===== src/include/sac_map.svh =====
// Purpose: constants for the converter sequencer control block
// Assumes: 50 MHz system clock
// Notes:   all offsets, codes and counts live here
`ifndef SAC_MAP_SVH
`define SAC_MAP_SVH
`define SAC_RES_W        10
`define SAC_WORD_W       16
`define SAC_BUF_DEPTH    16
`define SAC_NUM_IN       16
`define SAC_CLK_MHZ      50
`define SAC_MAX_KSPS     500
// Cycles per sample at the fastest rate, rounded down
`define SAC_MIN_PERIOD_CYC ((`SAC_CLK_MHZ*1000)/`SAC_MAX_KSPS)
`define SAC_TRIG_SW      3'h0
`define SAC_TRIG_AUTO    3'h7
`define SAC_FMT_INT      2'h0
`define SAC_FMT_SINT     2'h1
`define SAC_FMT_FRAC     2'h2
`define SAC_FMT_SFRAC    2'h3
`define SAC_CTL_RST      16'h0000
`endif


===== src/include/sac_pkg.sv =====
// Purpose: types for the converter sequencer control block
// Assumes: sac_map.svh supplies the constants
// Notes:   the first two control register images travel as packed structs
`include "sac_map.svh"
package sac_pkg;
  typedef struct packed {
    logic        converter_on_bit;
    logic [1:0]  result_format;
    logic [2:0]  trigger_source_select;
    logic        auto_sample_bit;
    logic        simultaneous_sample_bit;
  } sac_ctl1_t;
  typedef struct packed {
    logic        ref_select_ext;
    logic [3:0]  samples_per_irq;
    logic        split_buffer_bit;
    logic        alternate_input_bit;
  } sac_ctl2_t;
  typedef enum logic [1:0] {
    SAC_IDLE, SAC_ACQ, SAC_CONV
  } sac_state_t;
endpackage


===== src/core/sac_seq.sv =====
// Purpose: sequencer for a 10-bit successive-approximation converter
// Assumes: control inputs synchronous to clk; comparator supplied outside
// Notes:   one conversion of RES_W steps, results kept in internal buffer
`timescale 1ns/1ps
`include "sac_map.svh"
module sac_seq
  import sac_pkg::*;
#(
  parameter int RES_W  = `SAC_RES_W,
  parameter int DEPTH  = `SAC_BUF_DEPTH,
  parameter int NUM_IN = `SAC_NUM_IN
) (
  // Clock and reset
  input  wire logic                   clk,
  input  wire logic                   rst,
  // Control register images
  input  wire sac_ctl1_t              ctl_one,
  input  wire sac_ctl2_t              ctl_two,
  input  wire logic [15:0]            control_reg_three,
  input  wire logic [15:0]            input_channel_select_reg,
  input  wire logic [15:0]            pin_analog_config_reg,
  input  wire logic [15:0]            scan_input_select_reg,
  input  wire logic                   sample_request_bit,
  input  wire logic                   sample_request_clr,
  input  wire logic                   ext_trigger,
  input  wire logic                   irq_flag_clr,
  input  wire logic                   sleep_mode,
  // Analog front end
  input  wire logic                   comparator_high,
  output logic [RES_W-1:0]            dac_code_ff,
  output logic [3:0]                  mux_input_ff,
  output logic [1:0]                  hold_channel_ff,
  output logic                        hold_sample_ff,
  output logic                        ref_ext_ff,
  output logic [NUM_IN-1:0]           pin_analog_ff,
  // Result read port
  input  wire logic [3:0]             rd_addr,
  input  wire logic                   buf_wr_en,
  output logic [`SAC_WORD_W-1:0]      rd_data_ff,
  // Status
  output logic                        converter_irq_flag_ff,
  output logic                        done_flag_ff,
  output logic                        busy_ff
);

  // ----------------------------------------------------------------
  // Helpers
  // ----------------------------------------------------------------
  function automatic logic [15:0] fmt_word(input logic [RES_W-1:0] r,
                                           input logic [1:0] f);
    logic [RES_W-1:0] s;
    s = r ^ {1'b1, {(RES_W-1){1'b0}}};
    case (f)
      `SAC_FMT_INT:  fmt_word = {6'h00, r};
      `SAC_FMT_SINT: fmt_word = {{6{s[RES_W-1]}}, s};
      `SAC_FMT_FRAC: fmt_word = {r, 6'h00};
      default:       fmt_word = {s, 6'h00};
    endcase
  endfunction

  // ----------------------------------------------------------------
  // State
  // ----------------------------------------------------------------
  sac_state_t             state_ff, nxt_state;
  logic [RES_W-1:0]       sar_ff, nxt_sar;
  logic [3:0]             bit_ff, nxt_bit;
  logic [3:0]             wr_ptr_ff, nxt_wr_ptr;
  logic [3:0]             cnt_ff, nxt_cnt;
  logic [15:0]            pace_ff, nxt_pace;
  logic                   irq_ff, nxt_irq;
  logic                   done_ff, nxt_done;
  logic                   req_d_ff;
  logic [RES_W-1:0]       mem [DEPTH];
  logic                   wr_en;
  logic [RES_W-1:0]       wr_val;
  logic                   trig;
  logic                   start;
  logic                   last_bit;
  logic [RES_W-1:0]       sar_k;

  // Trigger selection; the sleep input is deliberately not used
  always_comb begin
    case (ctl_one.trigger_source_select)
      `SAC_TRIG_SW:   trig = sample_request_clr;
      `SAC_TRIG_AUTO: trig = (pace_ff == 16'h0000);
      default:        trig = ext_trigger;
    endcase
  end

  assign start = sample_request_bit & ~req_d_ff;
  assign last_bit = (bit_ff == 4'h0);
  // Trial bit dropped when the comparator says the code is too high
  assign sar_k = comparator_high ?
                 (sar_ff & ~({{(RES_W-1){1'b0}}, 1'b1} << bit_ff)) :
                 sar_ff;

  always_comb begin
    nxt_state  = state_ff;
    nxt_sar    = sar_ff;
    nxt_bit    = bit_ff;
    nxt_wr_ptr = wr_ptr_ff;
    nxt_cnt    = cnt_ff;
    nxt_pace   = (pace_ff == 16'h0000) ? 16'h0000 : pace_ff - 16'h0001;
    nxt_irq    = irq_ff;
    nxt_done   = done_ff;
    wr_en      = 1'b0;
    wr_val     = {RES_W{1'b0}};
    if (irq_flag_clr) begin
      nxt_irq  = 1'b0;
    end
    if (!ctl_one.converter_on_bit) begin
      nxt_state = SAC_IDLE;
      // Stale counts would shift the next group off the buffer base
      nxt_cnt    = 4'h0;
      nxt_wr_ptr = 4'h0;
    end else begin
      case (state_ff)
        SAC_IDLE: begin
          if (start || ctl_one.auto_sample_bit) begin
            nxt_state = SAC_ACQ;
            nxt_done  = 1'b0;
            if (start) begin
              nxt_irq = 1'b0;
            end
            nxt_pace  = 16'(`SAC_MIN_PERIOD_CYC - RES_W - 2);
          end
        end
        SAC_ACQ: begin
          if (trig && pace_ff == 16'h0000) begin
            nxt_state = SAC_CONV;
            nxt_bit   = 4'(RES_W - 1);
            nxt_sar   = {1'b1, {(RES_W-1){1'b0}}};
          end
        end
        SAC_CONV: begin
          // Trial bit kept or dropped, next bit tried
          nxt_sar = sar_k;
          if (!last_bit) begin
            nxt_bit = bit_ff - 4'h1;
            nxt_sar = sar_k | ({{(RES_W-1){1'b0}}, 1'b1} << (bit_ff - 4'h1));
          end else begin
            wr_en  = 1'b1;
            wr_val = sar_k;
            nxt_wr_ptr = wr_ptr_ff + 4'h1;
            nxt_cnt    = cnt_ff + 4'h1;
            nxt_state  = ctl_one.auto_sample_bit ? SAC_ACQ : SAC_IDLE;
            nxt_pace   = 16'(`SAC_MIN_PERIOD_CYC - RES_W - 2);
            if (cnt_ff == ctl_two.samples_per_irq) begin
              nxt_irq    = 1'b1;
              nxt_done   = 1'b1;
              nxt_cnt    = 4'h0;
              nxt_wr_ptr = 4'h0;
            end
          end
        end
        default: nxt_state = SAC_IDLE;
      endcase
    end
  end

  always_ff @(posedge clk or posedge rst) begin
    if (rst) begin
      state_ff  <= SAC_IDLE;
      sar_ff    <= '0;
      bit_ff    <= 4'h0;
      wr_ptr_ff <= 4'h0;
      cnt_ff    <= 4'h0;
      pace_ff   <= 16'h0000;
      irq_ff    <= 1'b0;
      done_ff   <= 1'b0;
      req_d_ff  <= 1'b0;
    end else begin
      state_ff  <= nxt_state;
      sar_ff    <= nxt_sar;
      bit_ff    <= nxt_bit;
      wr_ptr_ff <= nxt_wr_ptr;
      cnt_ff    <= nxt_cnt;
      pace_ff   <= nxt_pace;
      irq_ff    <= nxt_irq;
      done_ff   <= nxt_done;
      req_d_ff  <= sample_request_bit;
    end
  end

  // ----------------------------------------------------------------
  // Result buffer
  // ----------------------------------------------------------------
  // Only the sequencer writes; buf_wr_en from software is ignored
  always_ff @(posedge clk) begin
    if (wr_en) begin
      mem[wr_ptr_ff] <= wr_val;
    end
  end

  // ----------------------------------------------------------------
  // Outputs
  // ----------------------------------------------------------------
  always_ff @(posedge clk or posedge rst) begin
    if (rst) begin
      rd_data_ff            <= 16'h0000;
      dac_code_ff           <= '0;
      mux_input_ff          <= 4'h0;
      hold_channel_ff       <= 2'h0;
      hold_sample_ff        <= 1'b0;
      ref_ext_ff            <= 1'b0;
      pin_analog_ff         <= '0;
      converter_irq_flag_ff <= 1'b0;
      done_flag_ff          <= 1'b0;
      busy_ff               <= 1'b0;
    end else begin
      rd_data_ff <= fmt_word(mem[rd_addr], ctl_one.result_format);
      dac_code_ff     <= nxt_sar;
      // Alternate mux group taken from upper byte on odd samples
      mux_input_ff    <= (ctl_two.alternate_input_bit && cnt_ff[0]) ?
                         input_channel_select_reg[11:8] :
                         input_channel_select_reg[3:0];
      hold_channel_ff <= 2'h0;
      hold_sample_ff  <= (nxt_state == SAC_ACQ);
      ref_ext_ff      <= ctl_two.ref_select_ext;
      pin_analog_ff   <= ~pin_analog_config_reg[NUM_IN-1:0];
      converter_irq_flag_ff <= nxt_irq;
      done_flag_ff    <= nxt_done;
      busy_ff         <= (nxt_state != SAC_IDLE);
    end
  end

  // ----------------------------------------------------------------
  // Conversion length monitor
  // ----------------------------------------------------------------
  // Counts converting cycles so the length check needs no long
  // repetition; saturates so a stuck conversion cannot wrap back
  logic [3:0]             conv_cyc_ff, nxt_conv_cyc;

  always_comb begin
    nxt_conv_cyc = 4'h0;
    if (nxt_state == SAC_CONV) begin
      nxt_conv_cyc = (conv_cyc_ff == 4'hF) ? 4'hF : conv_cyc_ff + 4'h1;
    end
  end

  always_ff @(posedge clk or posedge rst) begin
    if (rst) begin
      conv_cyc_ff <= 4'h0;
    end else begin
      conv_cyc_ff <= nxt_conv_cyc;
    end
  end

  // ----------------------------------------------------------------
  // Checks
  // ----------------------------------------------------------------
  flag_on_count_a: assert property (@(posedge clk) disable iff (rst)
    $rose(irq_ff) |-> $past(cnt_ff) == $past(ctl_two.samples_per_irq))
    else $error("irq flag before sample count");
  ptr_to_base_a: assert property (@(posedge clk) disable iff (rst)
    $rose(done_ff) |-> wr_ptr_ff == 4'h0)
    else $error("write pointer not at base");
  abort_idle_a: assert property (@(posedge clk) disable iff (rst)
    !ctl_one.converter_on_bit |=> state_ff == SAC_IDLE)
    else $error("no abort when turned off");
  conv_len_a: assert property (@(posedge clk) disable iff (rst)
    wr_en |-> conv_cyc_ff == 4'(RES_W))
    else $error("conversion length wrong");
  conv_max_a: assert property (@(posedge clk) disable iff (rst)
    state_ff == SAC_CONV |-> conv_cyc_ff <= 4'(RES_W))
    else $error("conversion runs too long");
  start_acq_a: assert property (@(posedge clk) disable iff (rst)
    state_ff == SAC_IDLE && start && ctl_one.converter_on_bit
    |=> state_ff == SAC_ACQ)
    else $error("sample request ignored");
  flag_hold_a: assert property (@(posedge clk) disable iff (rst)
    irq_ff && !irq_flag_clr && !(start && state_ff == SAC_IDLE) |=> irq_ff)
    else $error("irq flag dropped");
  write_on_done_a: assert property (@(posedge clk) disable iff (rst)
    wr_en |-> state_ff == SAC_CONV && last_bit)
    else $error("buffer write out of place");
  sw_trig_a: assert property (@(posedge clk) disable iff (rst)
    state_ff == SAC_ACQ && ctl_one.converter_on_bit && trig
    && pace_ff == 16'h0000 |=> state_ff == SAC_CONV)
    else $error("trigger did not convert");
  conv_c: cover property (@(posedge clk) disable iff (rst) wr_en);
  irq_c: cover property (@(posedge clk) disable iff (rst) $rose(irq_ff));
  abort_c: cover property (@(posedge clk) disable iff (rst)
    state_ff == SAC_CONV && !ctl_one.converter_on_bit);
  ext_conv_c: cover property (@(posedge clk) disable iff (rst)
    state_ff == SAC_ACQ && ext_trigger ##1 state_ff == SAC_CONV);

endmodule // sac_seq


===== config.mk =====
export PLATFORM = sky130hd
export DESIGN_NAME = sac_seq
export DESIGN_NICKNAME = d
export VERILOG_FILES = /design/src/include/sac_pkg.sv /design/src/core/sac_seq.sv
export VERILOG_INCLUDE_DIRS = /design/src /design/src/include
export SDC_FILE = /design/constraint.sdc
export NUM_CORES = 1
export LEC_CHECK = 0
export ABC_CLOCK_PERIOD_IN_PS = 4100
export BUFFER_PORTS_ARGS = -buffer_cell sky130_fd_sc_hd__buf_2
export CAP_MARGIN = 10
export CELL_PAD_IN_SITES_DETAIL_PLACEMENT = 0
export CELL_PAD_IN_SITES_GLOBAL_PLACEMENT = 1
export CORE_ASPECT_RATIO = 2
export CORE_MARGIN = 1
export CORE_UTILIZATION = 51
export CTS_CLUSTER_DIAMETER = 120
export CTS_CLUSTER_SIZE = 10
export DETAILED_ROUTE_END_ITERATION = 8
export PLACE_DENSITY_LB_ADDON = 0.08
export SYNTH_ARGS = -nofsm -noshare
export SYNTH_HDL_FRONTEND = slang
export SYNTH_SLANG_ARGS = --single-unit
export TNS_END_PERCENT = 5

===== constraint.sdc =====
create_clock -name clk -period 4.1 [get_ports clk]
set_input_delay 0.82 -clock clk [delete_from_list [all_inputs] [get_ports clk]]
set_output_delay 0.82 -clock clk [all_outputs]
set_load 0.1 [all_outputs]

# == Word level (Yosys, flattened, before mapping) ==
# Memory sizes are Yosys's and may differ from the RTL's.
# Index checks and enable logic that the tools add are counted.
# totals
register_bits,82
mem_bits_rw,160
inputBits,92
out_inout_bits,53
memories,1
# op_classes
addsub,4
eq_ne,14
n_shift,2
mux,48
n_bitwise,7
n_reduce_logical,15
# mem_list
name,words,word_bits,rd,rd_ports_with_merged_regs,write_ports,line_no,rtl
mem,16,10,1,0,1,sac_seq.sv:73,logic [RES_W-1:0] mem [DEPTH];
# ops
cell,count
16-bit 2-to-1 mux,4
10-bit 2-to-1 mux,6
16-bit one-hot mux with 3 select lines,1
4-bit 2-to-1 mux,11
16-bit one-hot mux with 2 select lines,1
10-bit one-hot mux with 2 select lines,1
1-bit by 4-bit left shift with 10-bit output (first input constant),2
16-bit zero test,1
16-bit NOT,1
16-bit by 1-bit subtractor with 16-bit output (second input constant),1
1-bit 2-to-1 mux,15
10-bit AND,1
2-bit != test (second input constant),5
10-bit NOT,1
10-bit OR,1
4-bit by 1-bit adder with 4-bit output (second input constant),2
2-bit 2-to-1 mux,4
4-bit one-hot mux with 2 select lines,1
2-bit by 1-bit == test with 1-bit output (second input constant),3
1-bit one-hot mux with 2 select lines,3
2-bit one-hot mux with 3 select lines,1
2-bit nonzero test,3
5-bit AND reduction,1
2-bit == test (second input constant),2
14 further kinds,18

# == Depth between registers and ports, before layout ==
# Gate-level depths: netlist of the first run.
# logic_depth
depth_word,7
mapped_depth,8

# == Worst setup path after synthesis of the first run ==
# OpenSTA, ideal clock, no wires.
# synth_path
path_kind,reg-to-reg
startpoint,register bit_ff[3]
endpoint,memory mem[0][9] in the netlist's numbering (data pin)
setup_time_ps,352
t_arrival_ps,2229
required_ps,3748
setup_slack_ps,1519
path_stages_with_launch,6
n_path_buf,2
path_cell_list,dfrtp_1 clkbuf_1 or4b_1 clkbuf_1 or2_1 a311oi_1
# synth_via
elab_chain_cells,7
word_cells_on_any_way,8
classes_between,shift: 1; mux: 4; bitwise: 2; reduce/logical: 1
# synth_rtl
element,line_no,rtl
from (decl),sac_seq.sv:66,"logic [3:0] bit_ff, nxt_bit;"
from (signal assigned),sac_seq.sv:175,bit_ff <= nxt_bit;
1-bit by 4-bit left shift with 10-bit output,sac_seq.sv:94,"(sar_ff & ~({{(RES_W-1){1'b0}}, 1'b1} << bit_ff)) :"
10-bit NOT,sac_seq.sv:94,
10-bit AND,sac_seq.sv:94,
10-bit 2-to-1 mux,sac_seq.sv:93,assign sar_k = comparator_high ?
10-bit 2-to-1 mux (*),sac_seq.sv:138,if (!last_bit) begin
10-bit 2-to-1 mux (*),sac_seq.sv:117,case (state_ff)
10-bit 2-to-1 mux (*),sac_seq.sv:111,if (!ctl_one.converter_on_bit) begin
net wr_val[9],sac_seq.sv:75,logic [RES_W-1:0] wr_val;
to (decl),sac_seq.sv:73,
# Mark *: on every way through the listed nets, which the timed path passes. The rest lies on a longest branch.

# == Worst setup path after layout of the first run ==
# layout_path
startpoint,register bit_ff[2]
endpoint,memory mem[10][3] in the netlist's numbering (enable)
# layout_via
elab_chain_cells,6
# layout_rtl
element,line_no,rtl
4-bit zero test,sac_seq.sv:91,assign last_bit = (bit_ff == 4'h0);
1-bit 2-to-1 mux,sac_seq.sv:138,
1-bit 2-to-1 mux,sac_seq.sv:117,
1-bit 2-to-1 mux,sac_seq.sv:111,
1-bit 2-to-1 mux,sac_seq.sv:190,if (wr_en) begin
1-bit 2-to-1 mux (not written as such),sac_seq.sv:191,mem[wr_ptr_ff] <= wr_val;
# No other way between the ends.

==> flow_metrics.env, run 1 <==
export IMPL_status="finished, final reports clean"
export IMPL_synth_top_area_frac=0.479
export IMPL_track_usage=0.222
export IMPL_ys_warn_count=0
export IMPL_root_buffer="clkbuf_16"
export IMPL_clk_path_buf_depth=3
export IMPL_syn_area_per_cell_um2=15.4
export IMPL_critPathTopFamily="simple AND/OR/NAND/NOR gates"
export IMPL_finalMaxSlewViolations=0
export IMPL_cts_tree="yes"
export IMPL_final_cell_area_um2=11600
export IMPL_worst_pin_slew_ns=1.06
export IMPL_worstSetupPathType="register to register"
export IMPL_clock_sinks=242
export IMPL_setup_tns_ns=0
export IMPL_fin_worst_skew_ns=0.0151
export IMPL_final_cell_mix="edfxtp_1 (160), buf_2 (98), dfrtp_1 (82)"
export IMPL_grt_pass1_wl_mm=33.4
export IMPL_syn_to_final_growth_pct=15.6
export IMPL_antenna_found_initial=0
export IMPL_yosysSeqAreaShare=0.683
export IMPL_cpPeakStageDelay_ns=0.75
export IMPL_drive_above_1_share=0.246
export IMPL_avgViaCountPerCell=5.61
export IMPL_crit_reg2reg_capture="mem[10][3]"
export IMPL_synth_top_area_cell="edfxtp_1"
export IMPL_synth_seq_cells=242
export IMPL_dr_pass1_iters=4
export IMPL_clk_latency_ns=0.54
export IMPL_critPathCaptureType="register"
export IMPL_wirelength_mm=21.4
export IMPL_grt_start_max_net_pins=38
export IMPL_layout_nets=868
export IMPL_reg2reg_from="bit_ff[2]"
export IMPL_reg2reg_depth=4
export IMPL_antenna_left=0
export IMPL_cts_setup_buffers=0
export IMPL_relSlewSlack=0.291
export IMPL_vias=5845
export IMPL_cp_data_arrival_time_ns=3.28
export IMPL_numPortBuffers=98
export IMPL_synthFlopType="edfxtp_1"
export IMPL_critPathRequiredTime_ns=4.26
export IMPL_synthArstFlopShare=0.339
export IMPL_fp_dieH_um=200
export IMPL_first_global_vias=6260
export IMPL_path_clk_slew_ns=0.06
export IMPL_finalHoldViolations=0
export IMPL_dieArea_um2=20300
export IMPL_crit_buf_inv=0
export IMPL_die_w_um=101
export IMPL_dpl_hpwl_mm=15.1
export IMPL_crit_path_start_kind="register"
export IMPL_p_leak_nw=4.20
export IMPL_drtIter0Drc=216
export IMPL_p_per_area_nw_per_um2=462
export IMPL_setup_viol=0
export IMPL_layout_commonest_cell="edfxtp_1"
export IMPL_yosysUniqueCellTypes=59
export IMPL_crit_fanout=14
export IMPL_coreArea_um2=19300
export IMPL_cts_htree_levels=1
export IMPL_cts_hold_buffers=0
export IMPL_synth_edf_count=160
export IMPL_routedWlPerCell_um=20.5
export IMPL_drc_errors=0
export IMPL_fmax_ghz=0.321
export IMPL_rsz0062_at_grt="no"
export IMPL_slowest_stage="or4b_1"
export IMPL_cts_resized=0
export IMPL_grt_overflow=0
export IMPL_vdd_drop_max_v=0.000343
export IMPL_cp_cell_sequence="or4b_1 > or2_1 > nor3b_1 > and2_1"
export IMPL_postSynthCellCount=651
export IMPL_period_minus_slack_ns=3.12
export IMPL_num_io_pins=145
export IMPL_finalCritPeriodShare=0.761
export IMPL_start_util=0.521
export IMPL_drv_cap=0
export IMPL_ys_top_cells_by_area="edfxtp_1 (48%), dfrtp_1 (20%), mux4_2 (7.9%), mux2i_1 (1.9%), ha_1 (1.6%)"
export IMPL_num_rows=72
export IMPL_antenna_cells=0
export IMPL_r2r_slack_ns=0.98
export IMPL_min_delay_path_class="input pin to async pin"
export IMPL_synth_cell_area_um2=10000
export IMPL_cts_buffers=28
export IMPL_placed_cell_area_um2=10800
export IMPL_gp_congestion=0.831
[worst register-to-register path, delay by kind of cell, from the launching register on]
family	cells	cell delay, ns
flip-flops	1	0.54
AND/OR/NAND/NOR	4	2.19
[layer usage]
metal,routed length (µm),up-vias,global-route usage
li1,-,2664,-
met1,7090,2942,0.224
met2,12500,180,0.430
met3,916,59,0.0272
met4,897,0,0.108
met5,0,-,0
[power by group]
| group | internal, mW | total [mW] | switching (mW) | leakage (nW) |
|---|---|---|---|---|
| logic | 0.119 | 0.461 | 0.342 | 1.56 |
| registers | 2.64 | 2.68 | 0.0424 | 2.26 |
| clock network | 1.31 | 2.22 | 0.912 | 0.386 |
[kinds of logic after synthesis]
| group | count (synthesis) | share of synthesized area |
|---|---|---|
| buffers and inverters | 58 | 0.0259 |
| AND/OR/NAND/NOR | 158 | 0.0828 |
| XOR/XNOR | 23 | 0.0201 |
| other | 1 | 0.000374 |
| adder cells (fa/ha/maj) | 13 | 0.0162 |
| multiplexers | 64 | 0.109 |
| flip-flops | 242 | 0.683 |
| AO/OA/AOI/OAI | 92 | 0.0629 |
[layout make-up]
cell class                 count  area (µm²)
clock buffer                  49         801
clock inverter                 1        8.76
fill                        1567        7680
inverter                      30         114
multi-input combinational    352        2930
sequential                   242        6860
tap                          259         324
timing repair buffer         109         573
[synthesized netlist by cell type (2+ instances only)]
master / instances
o21ai_0: 28
buf_1: 5
ha_1: 13
nor3_1: 16
mux2i_1: 19
edfxtp_1: 160
clkbuf_1: 8
xor2_1: 10
nand3_1: 9
a21o_1: 8
a31oi_1: 2
and2_1: 20
o22ai_1: 4
a21oi_1: 5
and3_1: 2
o21a_1: 6
nand2_1: 31
mux2_2: 10
o311a_1: 3
nor4_1: 5
o2bb2ai_1: 2
xnor2_1: 13
inv_1: 30
a22oi_1: 7
or4_1: 4
mux4_2: 35
buf_2: 10
nor3b_1: 7
o211ai_1: 3
dfrtp_1: 82
a22o_1: 9
nand2b_1: 4
buf_6: 3
buf_4: 2
o31ai_1: 2
a211oi_1: 4
nor2_1: 43
nor2b_1: 6
[per-stage QoR]
step / utilization / cells / total power, mW / hold WS, ns / setup slack, ns
floorplan: - / 652 / 3.08 / 0.465 / 1.17
global placement: 0.560 / 992 / 3.18 / 0.504 / 1.13
detailed placement: 0.560 / 992 / 3.19 / 0.510 / 1.05
CTS: 0.602 / 1042 / 5.41 / 0.243 / 1.03
global route: 0.602 / 1042 / 5.54 / 0.269 / 0.961
finish: 0.602 / 1042 / 5.36 / 0.250 / 0.981
[flip-flops by register name, indices dropped and copies added, names as in the netlist]
signal / flops
mux_input_ff: 4
state_ff: 2
mem: 160
converter_irq_flag_ff: 1
bit_ff: 4
ref_ext_ff: 1
pin_analog_ff: 16
hold_sample_ff: 1
rd_data_ff: 16
busy_ff: 1
cnt_ff: 4
wr_ptr_ff: 4
done_flag_ff: 1
pace_ff: 16
dac_code_ff: 10
req_d_ff: 1
[how the worst max path moves through the flow]
stage | startpoint | to | slack (ns) | cells past startpoint
6_report | bit_ff[2] | mem[10][3] | 0.98 | 4
5_1_grt | bit_ff[2] | mem[10][3] | 0.96 | 4
4_1_cts | bit_ff[2] | mem[10][5] | 1.03 | 4
3_5_place_dp | bit_ff[2] | mem[10][5] | 1.05 | 4
3_3_place_gp | bit_ff[2] | mem[10][5] | 1.13 | 4
2_1_floorplan | rst | bit_ff[0] | 1.17 | 1
(Power assumes the default switching activity.)
==> run 2, diff against run 1 <==
Settings changed: ABC_CLOCK_PERIOD_IN_PS 4100 to 2600, CORE_UTILIZATION 51 to 43.
Clock period 4.1 ns to 2.6 ns, I/O delays scaled along.
==> flow_metrics.env, run 2 (synthesis results as in run 1) <==
export IMPL_track_usage=0.200
export IMPL_fin_ws_ns=0.136
export IMPL_place_inst=1051
export IMPL_crit_buf_inv=1
export IMPL_worst_pin_slew_ns=0.743
export IMPL_drive_above_1_share=0.282
export IMPL_dpl_hpwl_mm=16.2
export IMPL_grt_overflow=0
export IMPL_final_cell_count_no_fill=1100
export IMPL_cts_hold_buffers=0
export IMPL_preCtsSetupSlack_ns=0.157
export IMPL_numPortBuffers=98
export IMPL_grt_start_max_net_pins=43
export IMPL_layout_commonest_cell="edfxtp_1"
export IMPL_num_io_pins=145
export IMPL_reg2reg_from="state_ff[0]"
export IMPL_num_fill_cells=2005
export IMPL_path_clk_slew_ns=0.06
export IMPL_status="finished, final reports clean"
export IMPL_critPathRequiredTime_ns=2.85
export IMPL_routedWlPerCell_um=20.4
export IMPL_grt_pass1_wl_mm=35.4
export IMPL_vias=5910
export IMPL_crit_start="state_ff[0]"
export IMPL_clock_sinks=242
export IMPL_p_leak_nw=4.27
export IMPL_final_cell_mix="edfxtp_1 (160), buf_2 (98), dfrtp_1 (82)"
export IMPL_final_cell_area_um2=12100
export IMPL_p_per_area_nw_per_um2=702
export IMPL_period_minus_slack_ns=2.46
export IMPL_drc_errors=0
export IMPL_wirelength_mm=22.4
export IMPL_relSlewSlack=0.504
export IMPL_drv_cap=0
export IMPL_dr_pass1_iters=4
export IMPL_syn_to_final_growth_pct=20.0
export IMPL_finalHoldViolations=0
export IMPL_r2r_slack_ns=0.14
export IMPL_cts_setup_buffers=0
export IMPL_rsz0062_at_grt="no"
export IMPL_cp_cell_sequence="or4b_1 > nor2_1 > and3_1 > and2_1 > buf_12"
export IMPL_min_delay_path_class="input pin to register"
export IMPL_coreArea_um2=22800
export IMPL_cts_buffers=28
export IMPL_placed_cell_area_um2=11200
export IMPL_finalMaxSlewViolations=0
export IMPL_antenna_cells=0
export IMPL_clk_path_buf_depth=3
export IMPL_cts_resized=0
export IMPL_critPathCaptureType="register"
export IMPL_cts_htree_levels=1
export IMPL_top_register="mem"
export IMPL_layout_nets=906
export IMPL_drtIter0Drc=265
export IMPL_num_rows=78
export IMPL_slowest_stage="or4b_1"
export IMPL_die_w_um=110
export IMPL_root_buffer="clkbuf_16"
export IMPL_dieArea_um2=24000
export IMPL_cp_data_arrival_time_ns=2.72
export IMPL_critPathTopFamily="simple AND/OR/NAND/NOR gates"
export IMPL_avgViaCountPerCell=5.37
export IMPL_fmax_ghz=0.406
export IMPL_finalCritPeriodShare=0.948
export IMPL_crit_path_start_kind="register"
export IMPL_start_util=0.440
export IMPL_antenna_left=0
export IMPL_crit_fanout=6
export IMPL_worstSetupPathType="register to register"
export IMPL_hold_path_startpoint="ctl_two[6]"
export IMPL_fin_worst_skew_ns=0.0150
export IMPL_antenna_found_initial=0
export IMPL_vdd_drop_max_v=0.000628
export IMPL_setup_viol=0
export IMPL_cpPeakStageDelay_ns=0.56
export IMPL_first_global_vias=6415
export IMPL_setup_tns_ns=0
export IMPL_cts_tree="yes"
export IMPL_fp_dieH_um=218
export IMPL_clk_latency_ns=0.54
export IMPL_gp_congestion=0.760
export IMPL_largest_reg_flops=160
## run 2: cell types whose count changed in the layout (fill, tap and decap cells not counted)
cell / delta
buf_12: +11
buf_4: +27
clkbuf_1: -1
clkinv_2: -1
clkinvlp_4: +1
## run 2: final cells by class
| cell class | count | area [µm²] | area share |
|---|---|---|---|
| clock buffer | 48 | 797 | 0.0661 |
| timing repair buffer | 147 | 996 | 0.0826 |
| clock inverter | 1 | 8.76 | 0.000727 |
| multi-input combinational | 352 | 2930 | 0.243 |
| tap | 280 | 350 | 0.0291 |
| sequential | 242 | 6860 | 0.569 |
| inverter | 30 | 116 | 0.00966 |
## run 2: per-layer routing
metal	vias to the layer above	share of wire	track usage
met2	125	0.61	0.402
met4	0	0.025	0.0649
met5	-	0	0
li1	2740	-	-
met3	37	0.031	0.0251
met1	3008	0.33	0.203
## run 2: where the power goes
group | internal, mW | switching [mW]
sequential | 4.16 | 0.0677
combinational | 0.199 | 0.538
clock | 2.06 | 1.44
total | 6.41 | 2.05
## run 2: path summary, 6_finish.rpt
check / endpoint / cells past startpoint
setup / recovery: mem[14][4] / 5
max in group asynchronous: converter_irq_flag_ff / 3
hold / removal: ref_ext_ff / 1
setup reg to reg: mem[14][4] / 5
min in group asynchronous: pin_analog_ff[6] / 2
hold reg to reg: pace_ff[0] / 1
## run 2: stage by stage
stage | power [mW] | utilization | hold WS, ns
2_1_floorplan | 4.85 | - | 0.465
3_3_place_gp | 5.02 | 0.492 | 0.501
3_5_place_dp | 5.04 | 0.492 | 0.502
4_1_cts | 8.55 | 0.528 | 0.0689
5_1_grt | 8.76 | 0.528 | 0.0730
6_report | 8.46 | 0.528 | 0.0945
